$ cat config.mk
export PLATFORM = sky130hd
export DESIGN_NAME = smr4_top
export DESIGN_NICKNAME = d
export VERILOG_FILES = /design/src/smr4_pkg.sv /design/src/smr4_top.sv
export SDC_FILE = /design/constraint.sdc
export NUM_CORES = 1
export LEC_CHECK = 0
export ABC_AREA = 1
export BUFFER_PORTS_ARGS = -buffer_cell sky130_fd_sc_hd__buf_4
export CORE_MARGIN = 4
export CORE_UTILIZATION = 48
export DETAILED_ROUTE_END_ITERATION = 6
export MAX_ROUTING_LAYER = met4
export PLACE_DENSITY = 0.87
export SLEW_MARGIN = 20
export SYNTH_ARGS = -nofsm -noshare
export SYNTH_HDL_FRONTEND = slang
export SYNTH_SLANG_ARGS = --single-unit
$ cat constraint.sdc
create_clock -name ref_clk_i -period 2.2 [get_ports ref_clk_i]
set_input_delay 0.44 -clock ref_clk_i [delete_from_list [all_inputs] [get_ports ref_clk_i]]
set_output_delay 0.44 -clock ref_clk_i [all_outputs]
set_load 0.01 [all_outputs]
$ cat src/smr4_pkg.sv
// Purpose: constants and types for the mode register four decode block
// Assumes: one register set command per cycle, pins sampled on ref_clk_i
// Notes: field positions follow the 22-bit mode register layout
//
// What this block does
// RULE1: set command loads bank group, bank address, a17, a13..0 into bits.
// RULE2: controller holds row, column, write strobes low during set command.
// RULE3: controller writes zero to reserved bits 21 and 17.
// RULE4: bit 13 enables permanent row repair.
// RULE5: bit 12 picks one or two clock write strobe lead.
// RULE6: controller raises write latency when two clock write lead used.
// RULE7: bit 11 picks one or two clock read strobe lead.
// RULE8: bit 10 enables read lead training for controller strobe tuning.
// RULE9: bit 9 enables self refresh abort.
// RULE10: bits 8:6 code latency 0,3,4,5,6,8 clocks; 110,111 reserved.
// RULE11: controller avoids latency 3,5 and one clock leads in gear-down.
// RULE12: bit 5 enables temporary row repair.
// RULE13: bit 3 enables temperature controlled refresh.
// RULE14: bit 2 picks normal or extended temperature range.
// RULE15: bit 1 enters maximum power saving mode.
// RULE16: readout page 2 location 0 bit 7 reports permanent repair support.
// RULE17: readout page 2 location 0 bit 6 reports temporary repair support.
// RULE18: permanent repair fixes one row per bank, never undone.
// RULE19: temporary repair one row per bank, undone by reset/powerdown/rewrite.
// RULE20: power saving ignores all but exit command, still honours reset; code still clears temporary repairs on power_down_i.
// RULE21: bit 4 enables reference monitor, bit 0 enables builtin test repair.
package smr4_pkg;
    localparam int REG_W = 22;
    localparam logic [2:0] SEL_THIS = 3'h4;
    localparam int B_PERM = 13;
    localparam int B_WLEAD = 12;
    localparam int B_RLEAD = 11;
    localparam int B_RTRAIN = 10;
    localparam int B_SRABORT = 9;
    localparam int B_LAT_LO = 6;
    localparam int B_TEMP = 5;
    localparam int B_VMON = 4;
    localparam int B_TCR = 3;
    localparam int B_TCRRNG = 2;
    localparam int B_MPS = 1;
    localparam int B_BIST = 0;
    localparam logic [21:0] REG_RST = 22'h000000;
    localparam logic [1:0] READOUT_PAGE = 2'h2;
    localparam logic [1:0] READOUT_LOC = 2'h0;
    localparam int RO_PERM_BIT = 7;
    localparam int RO_TEMP_BIT = 6;

    typedef struct packed {
        logic perm_repair;
        logic wlead_two;
        logic rlead_two;
        logic rlead_train;
        logic sr_abort;
        logic [3:0] cmd_latency;
        logic lat_reserved;
        logic temp_repair;
        logic vref_mon;
        logic tcr_en;
        logic tcr_ext;
        logic max_power_save;
        logic builtin_repair;
    } smr4_cfg_t;

    typedef struct packed {
        logic [1:0] bank_group_pins;
        logic [1:0] bank_address_pins;
        logic a17;
        logic [13:0] addr;
    } smr4_pins_t;
endpackage : smr4_pkg

$ cat src/smr4_top.sv
// Purpose: mode register four store, decode and repair bookkeeping
// Assumes: command pins synchronous to ref_clk_i
// Notes: power-down and power-saving exit arrive as decoded strobes
`timescale 1ns/100ps
`default_nettype none
module smr4_top #(
    parameter int BANKS = 16,
    parameter int ROW_W = 17,
    parameter bit PERM_SUPPORTED = 1'b1,
    parameter bit TEMP_SUPPORTED = 1'b1
) (
    // clock and reset
    input wire logic ref_clk_i,
    input wire logic reset_i,
    // command pins
    input wire logic cmd_valid_i,
    input wire logic ras_n_i,
    input wire logic cas_n_i,
    input wire logic we_n_i,
    input wire smr4_pkg::smr4_pins_t pins_i,
    // other decoded commands
    input wire logic other_cmd_i,
    input wire logic mps_exit_i,
    input wire logic power_down_i,
    input wire logic repair_req_i,
    input wire logic [$clog2(BANKS)-1:0] repair_bank_i,
    input wire logic [ROW_W-1:0] repair_row_i,
    // readout page request
    input wire logic readout_req_i,
    input wire logic [1:0] readout_page_i,
    input wire logic [1:0] readout_loc_i,
    // register, decoded configuration, accept, readout and repair status
    output logic [smr4_pkg::REG_W-1:0] reg_o,
    output smr4_pkg::smr4_cfg_t cfg_o,
    output logic cmd_accept_o,
    output logic [7:0] readout_o,
    output logic [BANKS-1:0] perm_used_o,
    output logic [BANKS-1:0] temp_used_o
);
    logic [smr4_pkg::REG_W-1:0] reg_q, reg_d;
    logic mps_q, mps_d;
    logic acc_q, acc_d;
    logic [7:0] ro_q, ro_d;
    logic [BANKS-1:0] pu_d, tu_q, tu_d;
    // fuses start blank at power-up and are never reset
    logic [BANKS-1:0] pu_q = '0;
    smr4_pkg::smr4_cfg_t cfg_q, cfg_d;
    logic [ROW_W-1:0] prow_q [BANKS];
    logic [ROW_W-1:0] trow_q [BANKS];
    logic set_hit;
    logic rep;
    logic [smr4_pkg::REG_W-1:0] raw;

    assign raw = {pins_i.bank_group_pins, pins_i.bank_address_pins,
                  pins_i.a17, 3'h0, pins_i.addr}; // RULE1
    assign set_hit = cmd_valid_i && !ras_n_i && !cas_n_i && !we_n_i
        && (raw[20:18] == smr4_pkg::SEL_THIS); // RULE2
    assign rep = repair_req_i && !mps_q;

    function automatic logic [3:0] lat_decode(input logic [2:0] c);
        case (c) // RULE10
            3'h0: lat_decode = 4'h0;
            3'h1: lat_decode = 4'h3;
            3'h2: lat_decode = 4'h4;
            3'h3: lat_decode = 4'h5;
            3'h4: lat_decode = 4'h6;
            3'h5: lat_decode = 4'h8;
            default: lat_decode = 4'h0;
        endcase
    endfunction : lat_decode

    always_comb begin
        reg_d = reg_q;
        mps_d = mps_q;
        acc_d = 1'b0;
        if (mps_q) begin
            if (mps_exit_i) begin // RULE20
                mps_d = 1'b0;
                reg_d[smr4_pkg::B_MPS] = 1'b0;
            end
        end else if (set_hit) begin
            reg_d = raw; // RULE1
            reg_d[21] = 1'b0; // RULE3
            reg_d[17] = 1'b0; // RULE3
            mps_d = raw[smr4_pkg::B_MPS]; // RULE15
            acc_d = 1'b1;
        end
    end

    // decode from next values so every field leaves a flip-flop
    always_comb begin
        cfg_d.perm_repair = reg_d[smr4_pkg::B_PERM]; // RULE4
        cfg_d.wlead_two = reg_d[smr4_pkg::B_WLEAD]; // RULE5
        cfg_d.rlead_two = reg_d[smr4_pkg::B_RLEAD]; // RULE7
        cfg_d.rlead_train = reg_d[smr4_pkg::B_RTRAIN]; // RULE8
        cfg_d.sr_abort = reg_d[smr4_pkg::B_SRABORT]; // RULE9
        cfg_d.cmd_latency = lat_decode(reg_d[smr4_pkg::B_LAT_LO +: 3]); // RULE10
        cfg_d.lat_reserved = reg_d[smr4_pkg::B_LAT_LO + 2]
            & reg_d[smr4_pkg::B_LAT_LO + 1]; // RULE10
        cfg_d.temp_repair = reg_d[smr4_pkg::B_TEMP]; // RULE12
        cfg_d.vref_mon = reg_d[smr4_pkg::B_VMON]; // RULE21
        cfg_d.tcr_en = reg_d[smr4_pkg::B_TCR]; // RULE13
        cfg_d.tcr_ext = reg_d[smr4_pkg::B_TCRRNG]; // RULE14
        cfg_d.max_power_save = mps_d; // RULE15
        cfg_d.builtin_repair = reg_d[smr4_pkg::B_BIST]; // RULE21
    end

    always_comb begin
        ro_d = ro_q;
        if (readout_req_i && !mps_q) begin
            ro_d = 8'h00;
            if (readout_page_i == smr4_pkg::READOUT_PAGE &&
                readout_loc_i == smr4_pkg::READOUT_LOC) begin
                ro_d[smr4_pkg::RO_PERM_BIT] = PERM_SUPPORTED; // RULE16
                ro_d[smr4_pkg::RO_TEMP_BIT] = TEMP_SUPPORTED; // RULE17
            end
        end
    end

    always_comb begin
        pu_d = pu_q;
        tu_d = tu_q;
        if (power_down_i) begin
            tu_d = '0; // RULE19
        end
        if (rep && reg_q[smr4_pkg::B_PERM] && PERM_SUPPORTED) begin
            pu_d[repair_bank_i] = 1'b1; // RULE18
        end
        if (rep && reg_q[smr4_pkg::B_TEMP] && TEMP_SUPPORTED) begin
            tu_d[repair_bank_i] = 1'b1; // RULE19
        end
    end

    always_ff @(posedge ref_clk_i) begin
        if (reset_i) begin
            reg_q <= smr4_pkg::REG_RST;
            mps_q <= 1'b0;
            acc_q <= 1'b0;
            ro_q <= 8'h00;
            tu_q <= '0; // RULE19
            cfg_q <= '0;
        end else begin
            reg_q <= reg_d;
            cfg_q <= cfg_d;
            mps_q <= mps_d;
            acc_q <= acc_d;
            ro_q <= ro_d;
            tu_q <= tu_d;
        end
    end

    // permanent fuses survive reset
    always_ff @(posedge ref_clk_i) begin
        pu_q <= pu_d; // RULE18
    end

    always_ff @(posedge ref_clk_i) begin
        if (rep && reg_q[smr4_pkg::B_PERM] && !pu_q[repair_bank_i]) begin
            prow_q[repair_bank_i] <= repair_row_i; // RULE18
        end
        if (rep && reg_q[smr4_pkg::B_TEMP]) begin
            trow_q[repair_bank_i] <= repair_row_i; // RULE19
        end
    end

    always_comb begin
        reg_o = reg_q;
        cfg_o = cfg_q;
        cmd_accept_o = acc_q;
        readout_o = ro_q;
        perm_used_o = pu_q;
        temp_used_o = tu_q;
    end

    logic unused_other;
    assign unused_other = other_cmd_i; // ignored while saving, RULE20

    set_loads_a: assert property (@(posedge ref_clk_i) // RULE1
        disable iff (reset_i)
        set_hit && !mps_q |=> reg_q[13:0] == $past(pins_i.addr))
        else $error("set command did not load address bits");
    reserved_zero_a: assert property (@(posedge ref_clk_i) // RULE3
        disable iff (reset_i) !reg_q[21] && !reg_q[17])
        else $error("reserved bit stored as one");
    mps_hold_a: assert property (@(posedge ref_clk_i) // RULE20
        disable iff (reset_i)
        mps_q && !mps_exit_i |=> $stable(reg_q))
        else $error("register changed during power saving");
    mps_exit_a: assert property (@(posedge ref_clk_i) // RULE15
        disable iff (reset_i)
        mps_q && mps_exit_i |=> !mps_q)
        else $error("power saving exit ignored");
    mps_reset_a: assert property (@(posedge ref_clk_i) // RULE20
        reset_i |=> !cfg_o.max_power_save && !mps_q)
        else $error("reset did not end power saving");
    perm_keep_a: assert property (@(posedge ref_clk_i) // RULE18
        $past(pu_q) != '0 |-> (pu_q & $past(pu_q)) == $past(pu_q))
        else $error("permanent repair lost");
    temp_pd_a: assert property (@(posedge ref_clk_i) // RULE19
        disable iff (reset_i)
        power_down_i && !rep |=> tu_q == '0)
        else $error("temporary repair kept over power-down");
    lat_map_a: assert property (@(posedge ref_clk_i) // RULE10
        disable iff (reset_i)
        reg_q[8:6] == 3'h5 |-> cfg_o.cmd_latency == 4'h8)
        else $error("latency code five wrong");
    readout_bits_a: assert property (@(posedge ref_clk_i) // RULE16 RULE17
        disable iff (reset_i)
        readout_req_i && !mps_q && readout_page_i == smr4_pkg::READOUT_PAGE
        && readout_loc_i == smr4_pkg::READOUT_LOC
        |=> readout_o[7] == PERM_SUPPORTED && readout_o[6] == TEMP_SUPPORTED)
        else $error("readout support bits wrong");
    other_page_a: assert property (@(posedge ref_clk_i) // RULE16 RULE17
        disable iff (reset_i)
        readout_req_i && !mps_q && readout_page_i != smr4_pkg::READOUT_PAGE
        |=> readout_o == 8'h00)
        else $error("readout of other page not zero");
    lead_decode_a: assert property (@(posedge ref_clk_i) // RULE5 RULE7
        disable iff (reset_i)
        cfg_o.wlead_two == reg_q[12] && cfg_o.rlead_two == reg_q[11])
        else $error("strobe lead decode wrong");

    set_c: cover property (@(posedge ref_clk_i) set_hit && !mps_q);
    readout_c: cover property (@(posedge ref_clk_i) readout_req_i && !mps_q);
    mps_c: cover property (@(posedge ref_clk_i) mps_q ##1 !mps_q);
    perm_c: cover property (@(posedge ref_clk_i) pu_q != '0);
endmodule : smr4_top
`default_nettype wire

==> run summary, run 1 <==
CTS buffer count -> 9
Crit path DAT -> 1.93 ns
Die width -> 80.4 um
Iter 0 DRT Violations -> 80
GRT Total Usage -> 0.189
WL/cell -> 12.6 um
Die ar. -> 6460 um^2
Net count, final -> 446
Final worst-path cycle share -> 0.780
Largest stage delay on the critical path -> 0.40 ns
Clk_skew -> 0.00699 ns
Layout cells sized above 1 -> 0.388
RD Place Congestion -> 0.843
Crit-path leading delay family -> simple AND/OR/NAND/NOR gates
Final wirelength -> 5860 um
Residual DRC count -> 0
Via count -> 2,206
Post-synth EDFFs -> 16
Post-synthesis sequential area ratio -> 0.517
Die Ht -> 80.4 um
Grt ovf -> 0
Relative slew slack -> 0.663
Top Ports -> 134
CP bufs+invs -> 3
Setup_tns -> 0 ns
Worst VDD drop -> 0.355 mV
Power density cells -> 721 nW/um^2
Row cnt -> 26
Post-Layout Inst Area -> 3450 um^2
Outcome -> completed
Slew @ Worst Pin -> 0.505 ns
Initial Util -> 0.492
Post-DP HPWL -> 4390 um
CP required -> 2.41 ns
Setup Viol. Count Final -> 0
Core ar. -> 5110 um^2
RSZ-0062 raised after global routing -> no
Post-CTS sizing -> 0
Worst path most repeated cell -> nand2_4
#FFs+latches synth -> 57
Fin. max-slew vios -> 0
Post-Syn Instances -> 297
Clock Tree Buf Depth -> 2
Fin. Hold Viols -> 0
Drt pass-1 iters -> 4
Root buffer cell -> clkbuf_8
Vias in the first global route -> 2,019
F_max -> 583 MHz
Largest net degree at the start of global routing -> 26
Syn avg cell area -> 8.47 um^2
Yosys warning count -> 0
CTS Hold Buffers Added -> 0
Setup Buffers After CTS -> 0
Leak Pwr -> 1.63 nW
Async S/R FF share, synth -> 0
Tmin final -> 1.72 ns
Library cells used by synthesis -> 27
Final design utilization -> 0.676
CTS tree -> yes
Port-buffer cells -> 102
Placed cell areas -> 3200 um^2
Area delta synth->final -> 37.3%
Crit path cell chain -> inv_2, nand2_4, nor2_8, nand2_4, nand2_2, nand2_4, inv_1, ha_1, o211ai_1, inv_1
Vias/cell -> 4.75
Routed Antenna Nets -> 0
Worst setup EP type -> flop
Crit-path max FO -> 18
Filler cells -> 431
Worst hold path type -> in -> reg
Max Cap Viol -> 0
Max H-tree Level -> 3
CP max stage cell -> dfxtp_1
Clock slew at reported path FFs -> 0.06 ns
First-pass GRT wire length -> 9000 um
CTS Sinks -> 57
WHS -> 0.370 ns
ANT cells -> 0
CP Class -> reg -> reg
Top FF cell, synth -> dfxtp_1
Clock Latency Late Sink -> 0.33 ns
Crit path launch type -> flop
Post-Syn Area -> 2510 um^2
Initial antenna violation count -> 0
## power by group
part	switching, mW	internal [mW]
Clock	0.400	0.863
Sequential	0.00299	1.08
Combinational	0.0784	0.0658
## worst min-delay path, cell delays in order
cell and delay (ns):
buf_4 0.07, o21ai_0 0.07, nor2_1 0.07
## synth_stat cells, types with 2 or more instances
library cell	n	area share
o211ai_1	2	0.0060
or2_2	16	0.040
edfxtp_1	16	0.19
inv_1	28	0.042
ha_1	2	0.0099
nand2_4	4	0.018
clkbuf_1	4	0.0060
clkbuf_2	2	0.0040
nand3b_1	3	0.0090
buf_4	25	0.075
nor2_1	58	0.087
a21oi_1	18	0.036
nand3_1	3	0.0060
inv_2	3	0.0045
dfxtp_1	41	0.33
nand2_2	6	0.015
nand2_1	45	0.067
o21ai_0	11	0.022
nand3_2	2	0.0080
## cell families (layout without fill, tap and decap cells)
logic type | after synthesis | in the layout | synth area share
simple gates | 142 | 142 | 0.272
fa+ha+maj | 2 | 2 | 0.00995
buf+inv | 63 | 150 | 0.133
compound gates | 32 | 32 | 0.0667
other cells | 1 | 11 | 0.00149
flops | 57 | 57 | 0.517
## cell usage in the layout (no fill, tap or decap)
| cell type | instances |
|---|---|
| nand2_2 | 6 |
| clkbuf_1 | 1 |
| nand2_1 | 45 |
| dfxtp_1 | 41 |
| o211ai_1 | 2 |
| a21oi_1 | 18 |
| nor2_8 | 1 |
| clkinv_2 | 2 |
| inv_1 | 28 |
| bufinv_16 | 4 |
| or2_2 | 16 |
| nor2_4 | 1 |
| nor2_1 | 58 |
| edfxtp_1 | 16 |
| and3_2 | 1 |
| clkbuf_8 | 9 |
| and3_1 | 1 |
| nand3_1 | 3 |
| ha_1 | 2 |
| nand3_2 | 2 |
| inv_2 | 3 |
| nand3b_2 | 1 |
| nand3b_1 | 3 |
| conb_1 | 11 |
| nand2_4 | 4 |
| buf_4 | 103 |
| o21ai_0 | 11 |
| a22oi_1 | 1 |
## metal layers
layer | up-vias | GRT usage | routed length [um]
li1 | 1074 | - | -
met1 | 1027 | 0.210 | 2300
met2 | 94 | 0.311 | 2960
met3 | 11 | 0.0628 | 495
met4 | 0 | 0.0828 | 100
met5 | - | - | 0
## flip-flops by register name, summed over array words and instances, names as in the netlist
signal        count
cmd_accept_o      1
temp_used_o      16
reg_o            17
perm_used_o      16
cfg_o             6
readout_o         1
## final timing paths
kind / start / endpoint / slack [ns] / cells past startpoint
worst max-delay path: cfg_o[1] / cfg_o[7] / 0.48 / 10
worst min-delay path: pins_i[5] / reg_o[5] / 0.37 / 3
worst max register to register: cfg_o[1] / cfg_o[7] / 0.48 / 10
worst min register to register: reg_o[19] / reg_o[19] / 0.44 / 2
## through the flow
step,worst slack (ns),instances,total power [mW]
after floorplan,0.599,307,1.19
final,0.484,464,2.49
after detailed placement,0.287,448,1.25
after global routing,0.360,464,2.58
after global placement,0.353,448,1.24
after CTS,0.474,464,2.51
## area by class of cell
type	instances	area [um^2]	area share
clock buffer	10	128	0.0370
clock inverter	6	130	0.0377
inverter	31	116	0.0337
multi-input combinational	187	917	0.266
sequential	57	1300	0.377
tap	70	87.6	0.0254
timing repair buffer	103	773	0.224
No activity file was read; power rests on OpenSTA's default activity.
==> run 2: changes to the inputs <==
CORE_UTILIZATION = 45   (was 48)
PLACE_DENSITY = 0.82   (was 0.87)
clock period = 1.62 ns   (was 2.2 ns; I/O delays follow)
==> run summary, run 2 (synthesis gave the netlist of run 1 again) <==
Outcome -> completed
Met2 Routed Length -> 2920 um (-1.6%)
Worst setup EP type -> flop
Tot Pwr -> 2.73 mW (+9.6%)
Pre-CTS WS -> -0.0421 ns (-0.329 ns)
Port-buffer cells -> 102 (unchanged)
Fin. max-slew vios -> 0 (unchanged)
Iter 0 DRT Violations -> 103 (+29%)
CTS buffer count -> 9 (unchanged)
CP required -> 1.83 ns (-0.58 ns)
RD Place Congestion -> 0.842 (-0.18%)
Worst VDD drop -> 0.546 mV (+54%)
Die ar. -> 6850 um^2 (+6.0%)
Relative slew slack -> 0.657 (-0.00560)
Tmin final -> 1.46 ns (-0.254 ns)
Top Ports -> 134 (unchanged)
Drt pass-1 iters -> 4 (unchanged)
R2R Setup Slk -> 0.16 ns (-0.33 ns)
GRT Total Usage -> 0.190 (+0.000789)
Setup Viol. Count Final -> 0 (unchanged)
Highest metal used -> met4
Residual DRC count -> 0 (unchanged)
First-pass GRT wire length -> 9500 um (+5.6%)
Fin. Hold Viols -> 0 (unchanged)
Clk_skew -> 0.00546 ns (-0.00153 ns)
Final worst-path cycle share -> 0.902 (+0.122)
Commonest non-fill, non-tap cell in the layout -> buf_4
Crit path DAT -> 1.67 ns (-0.26 ns)
CTS tree -> yes
Crit path launch type -> flop
Most frequent cells in the layout -> buf_4 (111), nor2_1 (58), nand2_1 (45)
Wl on met1 -> 2360 um (+2.6%)
Die Ht -> 82.8 um (+2.9%)
Die width -> 82.8 um (+2.9%)
Area delta synth->final -> 36.4%
Initial Util -> 0.477 (-0.0152)
Layout cells sized above 1 -> 0.404 (+0.0157)
Crit-path max FO -> 6 (-12)
Vias in the first global route -> 2,107 (+4.4%)
RSZ-0062 raised after global routing -> no
Largest net degree at the start of global routing -> 25 (-3.8%)
Core ar. -> 5270 um^2 (+3.2%)
Max reg flops -> 17 (unchanged)
Routed Antenna Nets -> 0 (unchanged)
Initial antenna violation count -> 0 (unchanged)
Vias/cell -> 4.61 (-3.0%)
Final wirelength -> 5930 um (+1.1%)
Clock slew at reported path FFs -> 0.06 ns (about the same)
F_max -> 684 MHz (+17%)
Reg area -> 1300 um^2 (about the same)
Leak Pwr -> 1.64 nW (+0.63%)
Clock Latency Late Sink -> 0.32 ns (about the same)
CTS Sinks -> 57 (unchanged)
ANT cells -> 0 (unchanged)
CP Class -> reg -> reg
Post-DP HPWL -> 4520 um (+2.9%)
Worst hold path type -> in -> reg
Max H-tree Level -> 3 (unchanged)
Power density cells -> 796 nW/um^2 (+10%)
Row cnt -> 26 (unchanged)
Setup ws final -> 0.158 ns (-0.326 ns)
Metal3 WL -> 558 um (+13%)
Filler cells -> 456 (+5.8%)
Slew @ Worst Pin -> 0.513 ns (+0.00839 ns)
Root buffer cell -> clkbuf_8
CTS Hold Buffers Added -> 0 (unchanged)
Grt ovf -> 0 (unchanged)
Area occupied by multi-input gates -> 938 um^2 (+2.3%)
WL/cell -> 12.6 um (-0.36%)
Clock Tree Buf Depth -> 2 (unchanged)
Via count -> 2,171 (-1.6%)
Net count, final -> 454 (+1.8%)
Max Cap Viol -> 0 (unchanged)
[run 2: cell types whose count changed in the layout (fill, tap and decap cells not counted), sizes merged]
cell	change
clkinv	+3
buf	+8
bufinv	-4
[run 2: final cells by class]
cell class | count | share of cell area
inverter | 31 | 0.0339
clock inverter | 5 | 0.00693
tap | 70 | 0.0255
sequential | 57 | 0.380
multi-input combinational | 187 | 0.274
clock buffer | 10 | 0.0372
timing repair buffer | 111 | 0.243
[run 2: repair_timing]
action,CTS,global route
buffers inserted,0,1
endpoints found under the hold margin,0,0
endpoints found under the setup margin,0,4
resized for setup,0,4
[run 2: critical path: stages (launching register included)]
cell and delay [ns]:
dfxtp_2 0.34, inv_2 0.08, nand2_4 0.07, nor2_8 0.16, nand2_4 0.08, nand2_1 0.07, nand2_2 0.08, ha_4 0.24
o211ai_1 0.15, inv_1 0.07
[run 2: path summary, 6_finish.rpt]
path / start / end / cells after the start
min: pins_i[12] / reg_o[12] / 3
max: cfg_o[1] / cfg_o[7] / 9
min reg2reg: reg_o[19] / reg_o[19] / 2
max reg2reg: cfg_o[1] / cfg_o[7] / 9
[run 2: report_power, final]
part / switching (mW) / total, mW / internal, mW
clock: 0.531 / 1.06 / 0.529
combinational: 0.107 / 0.201 / 0.0936
sequential: 0.00367 / 1.47 / 1.46
[run 2: per-layer routing]
| metal | GRT usage | up-vias |
|---|---|---|
| met4 | 0.0817 | 0 |
| met3 | 0.0575 | 9 |
| met2 | 0.315 | 91 |
| li1 | - | 1088 |
| met1 | 0.212 | 983 |
| met5 | - | - |
[run 2: through the flow]
stage | std cells | cell area (um^2) | util | setup TNS (ns) | hold WS, ns
after floorplan | 307 | 2550 | - | 0 | 0.467
after global placement | 455 | 3250 | 0.616 | 0 | 0.432
after detailed placement | 455 | 3250 | 0.616 | -0.0632 | 0.439
after CTS | 470 | 3400 | 0.645 | 0 | 0.238
after global routing | 471 | 3430 | 0.651 | 0 | 0.253
final | 471 | 3430 | 0.651 | 0 | 0.251
